## src/core/sleep_ctrl_pkg.sv

```systemverilog
package sleep_ctrl_pkg;

  // Register byte addresses
  localparam logic [31:0] OFS_ADDR_LOW   = 32'h4000_0024;
  localparam logic [31:0] OFS_ADDR_HIGH  = 32'h4000_0028;
  localparam logic [31:0] OFS_POINTERS   = 32'h4000_002c;
  localparam logic [31:0] OFS_SLEEP_CTRL = 32'h4000_0030;
  localparam logic [31:0] OFS_SLEEP_TIME = 32'h4000_0034;
  localparam logic [31:0] OFS_SLEEP_DUR  = 32'h4000_0038;
  localparam logic [31:0] OFS_IRQ_TIMING = 32'h4000_003c;
  localparam logic [31:0] OFS_FINE_CORR  = 32'h4000_0040;
  localparam logic [31:0] OFS_EVT_STATUS = 32'h4000_0048;
  localparam logic [31:0] OFS_EVT_MASK   = 32'h4000_004c;

  // Field positions
  localparam int PRIV_FLAG_BIT   = 16;
  localparam int ET_START_LSB    = 16;
  localparam int EXT_DIS_BIT     = 31;
  localparam int SLEEP_STAT_BIT  = 15;
  localparam int SOFT_WAKE_BIT   = 4;
  localparam int CORR_EN_BIT     = 3;
  localparam int SLEEP_REQ_BIT   = 2;
  localparam int EXT_DELAY_LSB   = 21;
  localparam int ASSERT_LEAD_LSB = 10;

  // Field widths
  localparam int ADDR_HIGH_W     = 16;
  localparam int ET_START_W      = 16;
  localparam int RX_HEAD_W       = 15;
  localparam int IRQ_EN_W        = 2;
  localparam int EXT_DELAY_W     = 11;
  localparam int ASSERT_LEAD_W   = 11;
  localparam int DEASSERT_LEAD_W = 10;
  localparam int FINE_CORR_W     = 10;
  localparam int EVT_W           = 4;

  // Event bit positions in status and mask
  localparam int EVT_ENTERED   = 0;
  localparam int EVT_WAKE_TMR  = 1;
  localparam int EVT_WAKE_EXT  = 2;
  localparam int EVT_WAKE_SOFT = 3;

  // Reset value shared by every register
  localparam logic [31:0] REG_RESET = 32'h0000_0000;

  // Timing: system clock and low-power tick rate
  localparam int SYS_CLK_HZ = 25_000_000;
  localparam int LP_CLK_HZ  = 32_768;
  localparam int LP_DIV_DEF = SYS_CLK_HZ / LP_CLK_HZ;

  // Bus encodings
  localparam logic [1:0] HTRANS_NONSEQ = 2'h2;
  localparam logic [1:0] HTRANS_SEQ    = 2'h3;
  localparam logic       HRESP_OKAY    = 1'h0;

  typedef enum logic {ST_ACTIVE, ST_SLEEP} sleep_state_type;

  typedef enum logic [3:0] {
    IX_NONE, IX_ADDR_LOW, IX_ADDR_HIGH, IX_POINTERS, IX_SLEEP_CTRL, IX_SLEEP_TIME,
    IX_SLEEP_DUR, IX_IRQ_TIMING, IX_FINE_CORR, IX_EVT_STATUS, IX_EVT_MASK
  } reg_index_type;

endpackage

```

## src/core/radio_core_deep_sleep_ctrl.sv

```systemverilog
// Implementation choice: the AHB-Lite register port.
`timescale 1ns/100ps
module radio_core_deep_sleep_ctrl
  import sleep_ctrl_pkg::*;
#(
  parameter int LP_DIV = LP_DIV_DEF
) (
  input  wire logic                   sys_clk,
  input  wire logic                   reset,
  input  wire logic                   hsel,
  input  wire logic [31:0]            haddr,
  input  wire logic [1:0]             htrans,
  input  wire logic                   hwrite,
  input  wire logic [2:0]             hsize,
  input  wire logic [31:0]            hwdata,
  input  wire logic                   hready,
  output logic                        hreadyout,
  output logic [31:0]                 hrdata,
  output logic                        hresp,
  input  wire logic                   ext_wake_req,
  output logic                        irq,
  output logic                        low_power_wake_interrupt,
  output logic                        deep_sleep_active,
  output logic                        counter_correction_pulse,
  output logic [FINE_CORR_W-1:0]      fine_phase_correction
);

  // Divider must be able to count to its own terminal value
  if (LP_DIV < 2 || LP_DIV > 65535) begin : g_div_range
    $error("LP_DIV out of range");
  end

  localparam logic [15:0] DIV_LAST = 16'(LP_DIV - 1);

  typedef struct packed {
    sleep_state_type             state;
    logic [31:0]                 addr_low_bits;
    logic [ADDR_HIGH_W-1:0]      addr_high_bits;
    logic                        private_address_flag;
    logic [ET_START_W-1:0]       exchange_table_start;
    logic [RX_HEAD_W-1:0]        rx_list_head;
    logic                        external_wake_disable;
    logic                        sleep_req;
    logic                        software_wake_request;
    logic [IRQ_EN_W-1:0]         wake_irq_enable;
    logic [31:0]                 programmed_sleep_cycles;
    logic [31:0]                 measured_sleep_cycles;
    logic [EXT_DELAY_W-1:0]      external_wake_irq_delay;
    logic [ASSERT_LEAD_W-1:0]    wake_irq_assert_lead;
    logic [DEASSERT_LEAD_W-1:0]  wake_irq_deassert_lead;
    logic [FINE_CORR_W-1:0]      fine_phase_correction;
    logic [EVT_W-1:0]            evt_status;
    logic [EVT_W-1:0]            evt_mask;
    logic [15:0]                 div_cnt;
    logic                        lp_tick;
    logic [EXT_DELAY_W-1:0]      ext_hold_cnt;
    logic                        lp_irq;
    logic                        corr_pulse;
    logic                        dp_write;
    reg_index_type               dp_index;
    logic [31:0]                 rdata;
    logic                        irq;
  } state_type;

  state_type s_r;
  state_type s_nxt;

  // Address decode, shared by the read path and the write path
  function automatic reg_index_type reg_index(input logic [31:0] a);
    case (a)
      OFS_ADDR_LOW:   reg_index = IX_ADDR_LOW;
      OFS_ADDR_HIGH:  reg_index = IX_ADDR_HIGH;
      OFS_POINTERS:   reg_index = IX_POINTERS;
      OFS_SLEEP_CTRL: reg_index = IX_SLEEP_CTRL;
      OFS_SLEEP_TIME: reg_index = IX_SLEEP_TIME;
      OFS_SLEEP_DUR:  reg_index = IX_SLEEP_DUR;
      OFS_IRQ_TIMING: reg_index = IX_IRQ_TIMING;
      OFS_FINE_CORR:  reg_index = IX_FINE_CORR;
      OFS_EVT_STATUS: reg_index = IX_EVT_STATUS;
      OFS_EVT_MASK:   reg_index = IX_EVT_MASK;
      default:        reg_index = IX_NONE;
    endcase
  endfunction

  // Read word assembly; unmapped words and reserved bits read zero
  function automatic logic [31:0] read_word(input reg_index_type ix, input state_type s);
    logic [31:0] w;
    w = REG_RESET;
    case (ix)
      IX_ADDR_LOW:   w = s.addr_low_bits;
      IX_ADDR_HIGH: begin
        w[ADDR_HIGH_W-1:0] = s.addr_high_bits;
        w[PRIV_FLAG_BIT]   = s.private_address_flag;
      end
      IX_POINTERS: begin
        w[ET_START_LSB +: ET_START_W] = s.exchange_table_start;
        w[RX_HEAD_W-1:0]              = s.rx_list_head;
      end
      IX_SLEEP_CTRL: begin
        w[EXT_DIS_BIT]    = s.external_wake_disable;
        w[SLEEP_STAT_BIT] = (s.state == ST_SLEEP);
        w[SOFT_WAKE_BIT]  = s.software_wake_request;
        w[SLEEP_REQ_BIT]  = s.sleep_req;
        w[IRQ_EN_W-1:0]   = s.wake_irq_enable;
      end
      IX_SLEEP_TIME: w = s.programmed_sleep_cycles;
      IX_SLEEP_DUR:  w = s.measured_sleep_cycles;
      IX_IRQ_TIMING: begin
        w[EXT_DELAY_LSB +: EXT_DELAY_W]     = s.external_wake_irq_delay;
        w[ASSERT_LEAD_LSB +: ASSERT_LEAD_W] = s.wake_irq_assert_lead;
        w[DEASSERT_LEAD_W-1:0]              = s.wake_irq_deassert_lead;
      end
      IX_FINE_CORR:  w[FINE_CORR_W-1:0] = s.fine_phase_correction;
      IX_EVT_STATUS: w[EVT_W-1:0] = s.evt_status;
      IX_EVT_MASK:   w[EVT_W-1:0] = s.evt_mask;
      default:       w = REG_RESET;
    endcase
    read_word = w;
  endfunction

  ////////////////////////////////////////////////////////////////////////////
  // Next-state logic

  logic        bus_take;
  logic        wake_soft;
  logic        wake_ext;
  logic        wake_timer;
  logic [31:0] dur_inc;
  logic [31:0] remaining;
  logic        in_window;
  logic [EVT_W-1:0] evt_set;

  always_comb begin
    s_nxt     = s_r;
    evt_set   = '0;
    bus_take  = hsel && hready && (htrans == HTRANS_NONSEQ || htrans == HTRANS_SEQ);
    dur_inc   = s_r.measured_sleep_cycles + 32'h0000_0001;
    remaining = (s_r.programmed_sleep_cycles >= s_r.measured_sleep_cycles) ?
                s_r.programmed_sleep_cycles - s_r.measured_sleep_cycles : REG_RESET;
    wake_soft  = (s_r.state == ST_SLEEP) && s_r.software_wake_request;
    wake_ext   = (s_r.state == ST_SLEEP) && ext_wake_req && !s_r.external_wake_disable;
    wake_timer = (s_r.state == ST_SLEEP) && s_r.lp_tick
                 && (dur_inc >= s_r.programmed_sleep_cycles);
    s_nxt.corr_pulse = 1'b0;

    // Low-power rate tick from the system clock
    if (s_r.div_cnt == DIV_LAST) begin
      s_nxt.div_cnt = '0;
      s_nxt.lp_tick = 1'b1;
    end else begin
      s_nxt.div_cnt = s_r.div_cnt + 16'h0001;
      s_nxt.lp_tick = 1'b0;
    end

    // Data phase of a write; zero wait states so hwdata is valid now
    if (s_r.dp_write) begin
      case (s_r.dp_index)
        IX_ADDR_LOW: s_nxt.addr_low_bits = hwdata;
        IX_ADDR_HIGH: begin
          s_nxt.addr_high_bits       = hwdata[ADDR_HIGH_W-1:0];
          s_nxt.private_address_flag = hwdata[PRIV_FLAG_BIT];
        end
        IX_POINTERS: begin
          s_nxt.exchange_table_start = hwdata[ET_START_LSB +: ET_START_W];
          s_nxt.rx_list_head         = hwdata[RX_HEAD_W-1:0];
        end
        IX_SLEEP_CTRL: begin
          s_nxt.external_wake_disable = hwdata[EXT_DIS_BIT];
          s_nxt.wake_irq_enable       = hwdata[IRQ_EN_W-1:0];
          // Writing 0 to the action bits never cancels anything
          if (hwdata[SLEEP_REQ_BIT]) begin
            s_nxt.sleep_req = 1'b1;
          end
          if (hwdata[SOFT_WAKE_BIT] && s_r.state == ST_SLEEP) begin
            s_nxt.software_wake_request = 1'b1;
          end
          // Counters restart only while awake and not about to enter sleep
          if (hwdata[CORR_EN_BIT] && s_r.state == ST_ACTIVE && !s_r.sleep_req) begin
            s_nxt.corr_pulse = 1'b1;
          end
        end
        IX_SLEEP_TIME: s_nxt.programmed_sleep_cycles = hwdata;
        IX_IRQ_TIMING: begin
          s_nxt.external_wake_irq_delay = hwdata[EXT_DELAY_LSB +: EXT_DELAY_W];
          s_nxt.wake_irq_assert_lead    = hwdata[ASSERT_LEAD_LSB +: ASSERT_LEAD_W];
          s_nxt.wake_irq_deassert_lead  = hwdata[DEASSERT_LEAD_W-1:0];
        end
        IX_FINE_CORR:  s_nxt.fine_phase_correction = hwdata[FINE_CORR_W-1:0];
        IX_EVT_STATUS: s_nxt.evt_status = s_r.evt_status & ~hwdata[EVT_W-1:0];
        IX_EVT_MASK:   s_nxt.evt_mask = hwdata[EVT_W-1:0];
        default: begin
        end
      endcase
    end

    // Sleep sequencer
    case (s_r.state)
      ST_ACTIVE: begin
        if (s_r.sleep_req) begin
          s_nxt.state                 = ST_SLEEP;
          s_nxt.measured_sleep_cycles = REG_RESET;
          evt_set[EVT_ENTERED]        = 1'b1;
        end
      end
      ST_SLEEP: begin
        if (s_r.lp_tick) begin
          s_nxt.measured_sleep_cycles = dur_inc;
        end
        // Any wake source ends the phase; status falling clears the request
        if (wake_soft || wake_ext || wake_timer) begin
          s_nxt.state                 = ST_ACTIVE;
          s_nxt.sleep_req             = 1'b0;
          s_nxt.software_wake_request = 1'b0;
          evt_set[EVT_WAKE_TMR]       = wake_timer;
          evt_set[EVT_WAKE_EXT]       = wake_ext;
          evt_set[EVT_WAKE_SOFT]      = wake_soft;
          if (wake_ext && s_r.wake_irq_enable[1]) begin
            s_nxt.ext_hold_cnt = s_r.external_wake_irq_delay;
          end
        end
      end
      default: s_nxt.state = ST_ACTIVE;
    endcase

    // External wake hold counts down in low-power cycles
    if (s_r.ext_hold_cnt != '0 && s_r.lp_tick && !(wake_ext && s_r.wake_irq_enable[1])) begin
      s_nxt.ext_hold_cnt = s_r.ext_hold_cnt - 11'h001;
    end

    // Timed window: up at assert lead, down at deassert lead before expiry
    in_window = (s_r.state == ST_SLEEP) && s_r.wake_irq_enable[0]
                && (remaining <= 32'(s_r.wake_irq_assert_lead))
                && (remaining >  32'(s_r.wake_irq_deassert_lead));
    s_nxt.lp_irq = in_window || (s_nxt.ext_hold_cnt != '0);

    // Events set after the clear so a same-cycle event is kept
    s_nxt.evt_status = s_nxt.evt_status | evt_set;
    s_nxt.irq        = |(s_nxt.evt_status & s_nxt.evt_mask);

    // Address phase; read data is built now so it is ready in the data phase
    s_nxt.dp_write = bus_take && hwrite;
    s_nxt.dp_index = bus_take ? reg_index(haddr) : IX_NONE;
    // Built from the next state so a write in its data phase right now is seen
    s_nxt.rdata    = (bus_take && !hwrite) ? read_word(reg_index(haddr), s_nxt) : REG_RESET;
  end

  ////////////////////////////////////////////////////////////////////////////
  // State register

  always_ff @(posedge sys_clk or posedge reset) begin
    if (reset) begin
      s_r <= '0;
    end else begin
      s_r <= s_nxt;
    end
  end

  // Outputs straight from flip-flops, except hreadyout and hresp, which are tied constant
  assign hreadyout                = 1'b1;
  assign hresp                    = HRESP_OKAY;
  assign hrdata                   = s_r.rdata;
  assign irq                      = s_r.irq;
  assign low_power_wake_interrupt = s_r.lp_irq;
  assign deep_sleep_active        = (s_r.state == ST_SLEEP);
  assign counter_correction_pulse = s_r.corr_pulse;
  assign fine_phase_correction    = s_r.fine_phase_correction;
endmodule // radio_core_deep_sleep_ctrl

```

## config.mk

```make
export PLATFORM = sky130hd
export DESIGN_NAME = radio_core_deep_sleep_ctrl
export DESIGN_NICKNAME = d
export VERILOG_FILES = /design/src/core/sleep_ctrl_pkg.sv /design/src/core/radio_core_deep_sleep_ctrl.sv
export SDC_FILE = /design/constraint.sdc
export NUM_CORES = 1
export LEC_CHECK = 0
export BUFFER_PORTS_ARGS = -buffer_cell sky130_fd_sc_hd__buf_2
export CAP_MARGIN = 10
export CORE_MARGIN = 3
export CORE_UTILIZATION = 35
export CTS_CLUSTER_SIZE = 25
export DETAILED_ROUTE_END_ITERATION = 8
export MAX_ROUTING_LAYER = met4
export PLACE_DENSITY = 0.49
export SYNTH_ARGS = -nofsm -noshare
export SYNTH_HDL_FRONTEND = slang
export SYNTH_SLANG_ARGS = --single-unit
export TNS_END_PERCENT = 50
```

## constraint.sdc

```tcl
create_clock -name sys_clk -period 16.35 [get_ports sys_clk]
set_clock_uncertainty 0.15 [all_clocks]
set_input_delay 2.4525 -clock sys_clk [delete_from_list [all_inputs] [get_ports sys_clk]]
set_output_delay 2.4525 -clock sys_clk [all_outputs]
set_load 0.01 [all_outputs]
```

==> metrics.yaml <==
yosys:
  ys_seq_area_share_pct: 40.66
  async_flop_share_pct: 100.0
  yosysWarnings: 0
  synth_common_cells: "268 x dfrtp_1, 223 x nand2_1, 111 x inv_1, 108 x mux2_2, 98 x o21ai_0"
  synth_cell_type_count: 77
  synth_adder_area_share_pct: 6.872
  syn_nets: 1959
  synth_compound_area_share_pct: 16.10
  synth_edf_count: 0
  synth_simple_gate_area_share_pct: 16.81
  avgSynthCellArea_sq_um: 9.194
  synthMuxAreaShare_pct: 8.223
  synth_area_sq_um: 16490
  yosysMostFrequentCell: "dfrtp_1"
  synth_cells: 1794
  synth_xor_area_share_pct: 4.620
  synth.area.top_cells: "dfrtp_1 41%, mux2_2 7.4%, ha_1 6.8%, nand2_1 5.1%, xnor2_1 3.6%"
  synth.top_cell.area_share_pct: 40.66
  ys_ff_latch: 268
  synth_ff_type: "dfrtp_1"
  synth_top_family_by_area: "simple AND/OR/NAND/NOR gates"
  synth_top_cell_by_area: "dfrtp_1"
worst_setup_path:
  critPathMaxStageDelay_ns: 0.92
  path_class: "input port to register"
  ff2ff_setup_slack_ns: 10.31
  crit_required_ns: 16.69
  cp_top_family: "simple AND/OR/NAND/NOR gates"
  worstPathArrival_ns: 6.89
  cp_slowest_cell: "nor2_4"
  r2r-end: "low_power_wake_interrupt"
  end_kind: "register"
  cp.buffers_inverters: 2
  worstReg2RegStart: "s_r[123]"
  reg2regPathDepth: 17
  worstSetupStartpointType: "input port"
  worstPathCellList: "buf_2 > nor4b_1 > and4_1 > and3_1 > buf_4 > and2_1 > nand2_1 > nor2_4 > a2111oi_0 > a21oi_1"
  crit_path_max_fanout: 36
clock_tree:
  numCtsBuffers: 31
  htreeDepth: 1
  post_cts_resized: 0
  cts_tree: "built"
  clk_pin_slew_worst_paths_ns: 0.07
  insertion_delay_ns: 0.60
  clock-sinks: 268
  postCtsSetupRepairBufs: 0
  cts.path.max_buffers: 3
  cts_root_buffer: "clkbuf_16"
  hold_buffers: 0
global_routing:
  grt_usage_pct: 22.13
  grt_pass1_vias: 13730
  grt_pass1_wl_um: 83230
  antenna_found_initial: 3
  grt-ovfl-total: 0
  grt_max_degree: 87
route:
  vias: 13610
  drtPass1Iterations: 5
  totalWireLength_um: 54450
  routedWlPerCell_um: 22.15
  ant_nets: 0
  drcViolationCount: 0
  viasPerCell: 5.538
  drtIter0Drc: 1044
timing:
  relSlewSlack_pct: 19.19
  layout_setup_ws_ns: 9.798
  period_minus_slack_ns: 6.552
  whs_ns: 0.3154
  fmax_mhz: 152.6
  layout_worst_path_cycle_share_pct: 40.08
  rsz0062_at_grt: "no"
  worst-slew-pin-transition_ns: 1.182
  finalHoldViolCount: 0
  slew_violations: 0
  setup_viol: 0
  finalSetupTns_ns: 0
worst_hold_path:
  min_path_cells: 1
  hold_path.class: "register to register"
  worstHoldStart: "s_r[67]"
  whs_endpoint: "s_r[67]"
floorplanning:
  rows: 78
  core-area_sq_um: 45970
  initial_core_util_pct: 35.88
  ios: 123
  dieHeight_um: 223.1
  dieArea_sq_um: 49770
  die_x_um: 223.1
power:
  p_leak_uw: 0.008349
  powerDensity_nw_per_um2: 81.35
  ir_drop_mv: 0.08064
status:
  status: "complete, no violations"
place:
  place_congestion: 0.9197
  dp_slack_ns: 9.382
  dpl_cell_area_sq_um: 17330
  port_buffers: 116
  place_hpwl_um: 39090
cells_and_area:
  final_area_sq_um: 18480
  layout.nets: 1995
  layout-drive-gt1-share_pct: 17.25
  syn_to_final_growth_pct: 12.03
job:
  drv_cap: 0
==> worst reg2reg max path, delay by kind of cell (launching register included) <==
kind	cells	cell delay, ns
simple gates	4	1.26
compound gates	10	3.12
flops	1	0.49
buf+inv	1	0.12
fa+ha+maj	2	0.81
==> state kept, by name, summed over array words and instances (netlist names) <==
name                      count
counter_correction_pulse      1
fine_phase_correction        10
s_r                         222
low_power_wake_interrupt      1
hrdata                       32
irq                           1
deep_sleep_active             1
==> worst max path at each step <==
stage              start                  endpoint  cells after the start
4_1_cts         haddr[1]                hrdata[16]                     10
2_1_floorplan      reset  counter_correction_pulse                      1
5_1_grt         haddr[1]                hrdata[16]                     10
6_report       haddr[21]                hrdata[16]                     10
3_5_place_dp    haddr[1]                hrdata[16]                     10
3_3_place_gp   haddr[21]                hrdata[16]                     10
==> logic make-up (layout without fill, tap and decap cells) <==
group | count (synthesis) | after routing
xor gates and xnor gates | 87 | 87
other | 2 | 5
buffers and inverters | 244 | 305
AOI/OAI and AO/OA | 401 | 401
and+or+nand+nor | 580 | 580
DFF | 268 | 268
muxes | 122 | 122
adders and majority gates | 90 | 90
==> final cells by class <==
cell class	count	area (sq um)
clock inverter	17	265.3
sequential	268	6708
tap	600	750.7
inverter	112	427.9
antenna	3	7.507
clock buffer	41	873.3
fill	4580	27490
multi-input combinational	1282	8723
timing repair buffer	135	723.2
==> metal layers <==
layer | wire length, um | up-vias | GRT usage (%)
met3 | 3096 | 82 | 3.303
met4 | 1334 | 0 | 6.276
li1 | - | 6400 | -
met1 | 25670 | 6751 | 30.73
met2 | 24350 | 379 | 33.73
met5 | 0 | - | -
==> cells in the final DEF (no fill, tap or decap), types with 9 or more instances in the layout <==
| cell type | synthesis | layout |
|---|---|---|
| buf_2 | 7 | 116 |
| a21o_1 | 41 | 41 |
| o21ai_0 | 98 | 97 |
| o31ai_1 | 14 | 14 |
| or3_1 | 13 | 13 |
| nand2_1 | 223 | 223 |
| xor2_1 | 20 | 20 |
| and3_1 | 38 | 38 |
| ha_1 | 89 | 89 |
| nor2_1 | 91 | 87 |
| o21a_1 | 13 | 13 |
| a31oi_1 | 13 | 13 |
| nor3_1 | 37 | 36 |
| xnor2_1 | 67 | 67 |
| buf_4 | 46 | 19 |
| and2_1 | 11 | 11 |
| dfrtp_1 | 268 | 267 |
| mux2_2 | 108 | 108 |
| clkbuf_16 | 0 | 31 |
| a2111oi_0 | 9 | 9 |
| nor4_1 | 16 | 15 |
| mux2i_1 | 14 | 14 |
| o211ai_1 | 14 | 14 |
| a21oi_1 | 89 | 89 |
| nand4_1 | 31 | 31 |
| a221oi_1 | 22 | 22 |
| inv_1 | 111 | 110 |
| nand3_1 | 65 | 65 |
| nand2b_1 | 22 | 22 |
==> report_power, final <==
group	leakage [uW]	internal [uW]	switching (uW)
clock	0.000553	472	303
sequential	0.00319	674	2.44
combinational	0.00461	17.1	35.4
==> per-stage QoR <==
step | utilization [%] | total power [uW] | std cells
after floorplan | - | 717.0 | 1794
after global placement | 37.71 | 740.8 | 2397
after detailed placement | 37.71 | 742.2 | 2397
after CTS | 40.18 | 1524 | 2455
after global routing | 40.20 | 1556 | 2458
final | 40.20 | 1503 | 2458
Power figures use the tool's default switching activity.
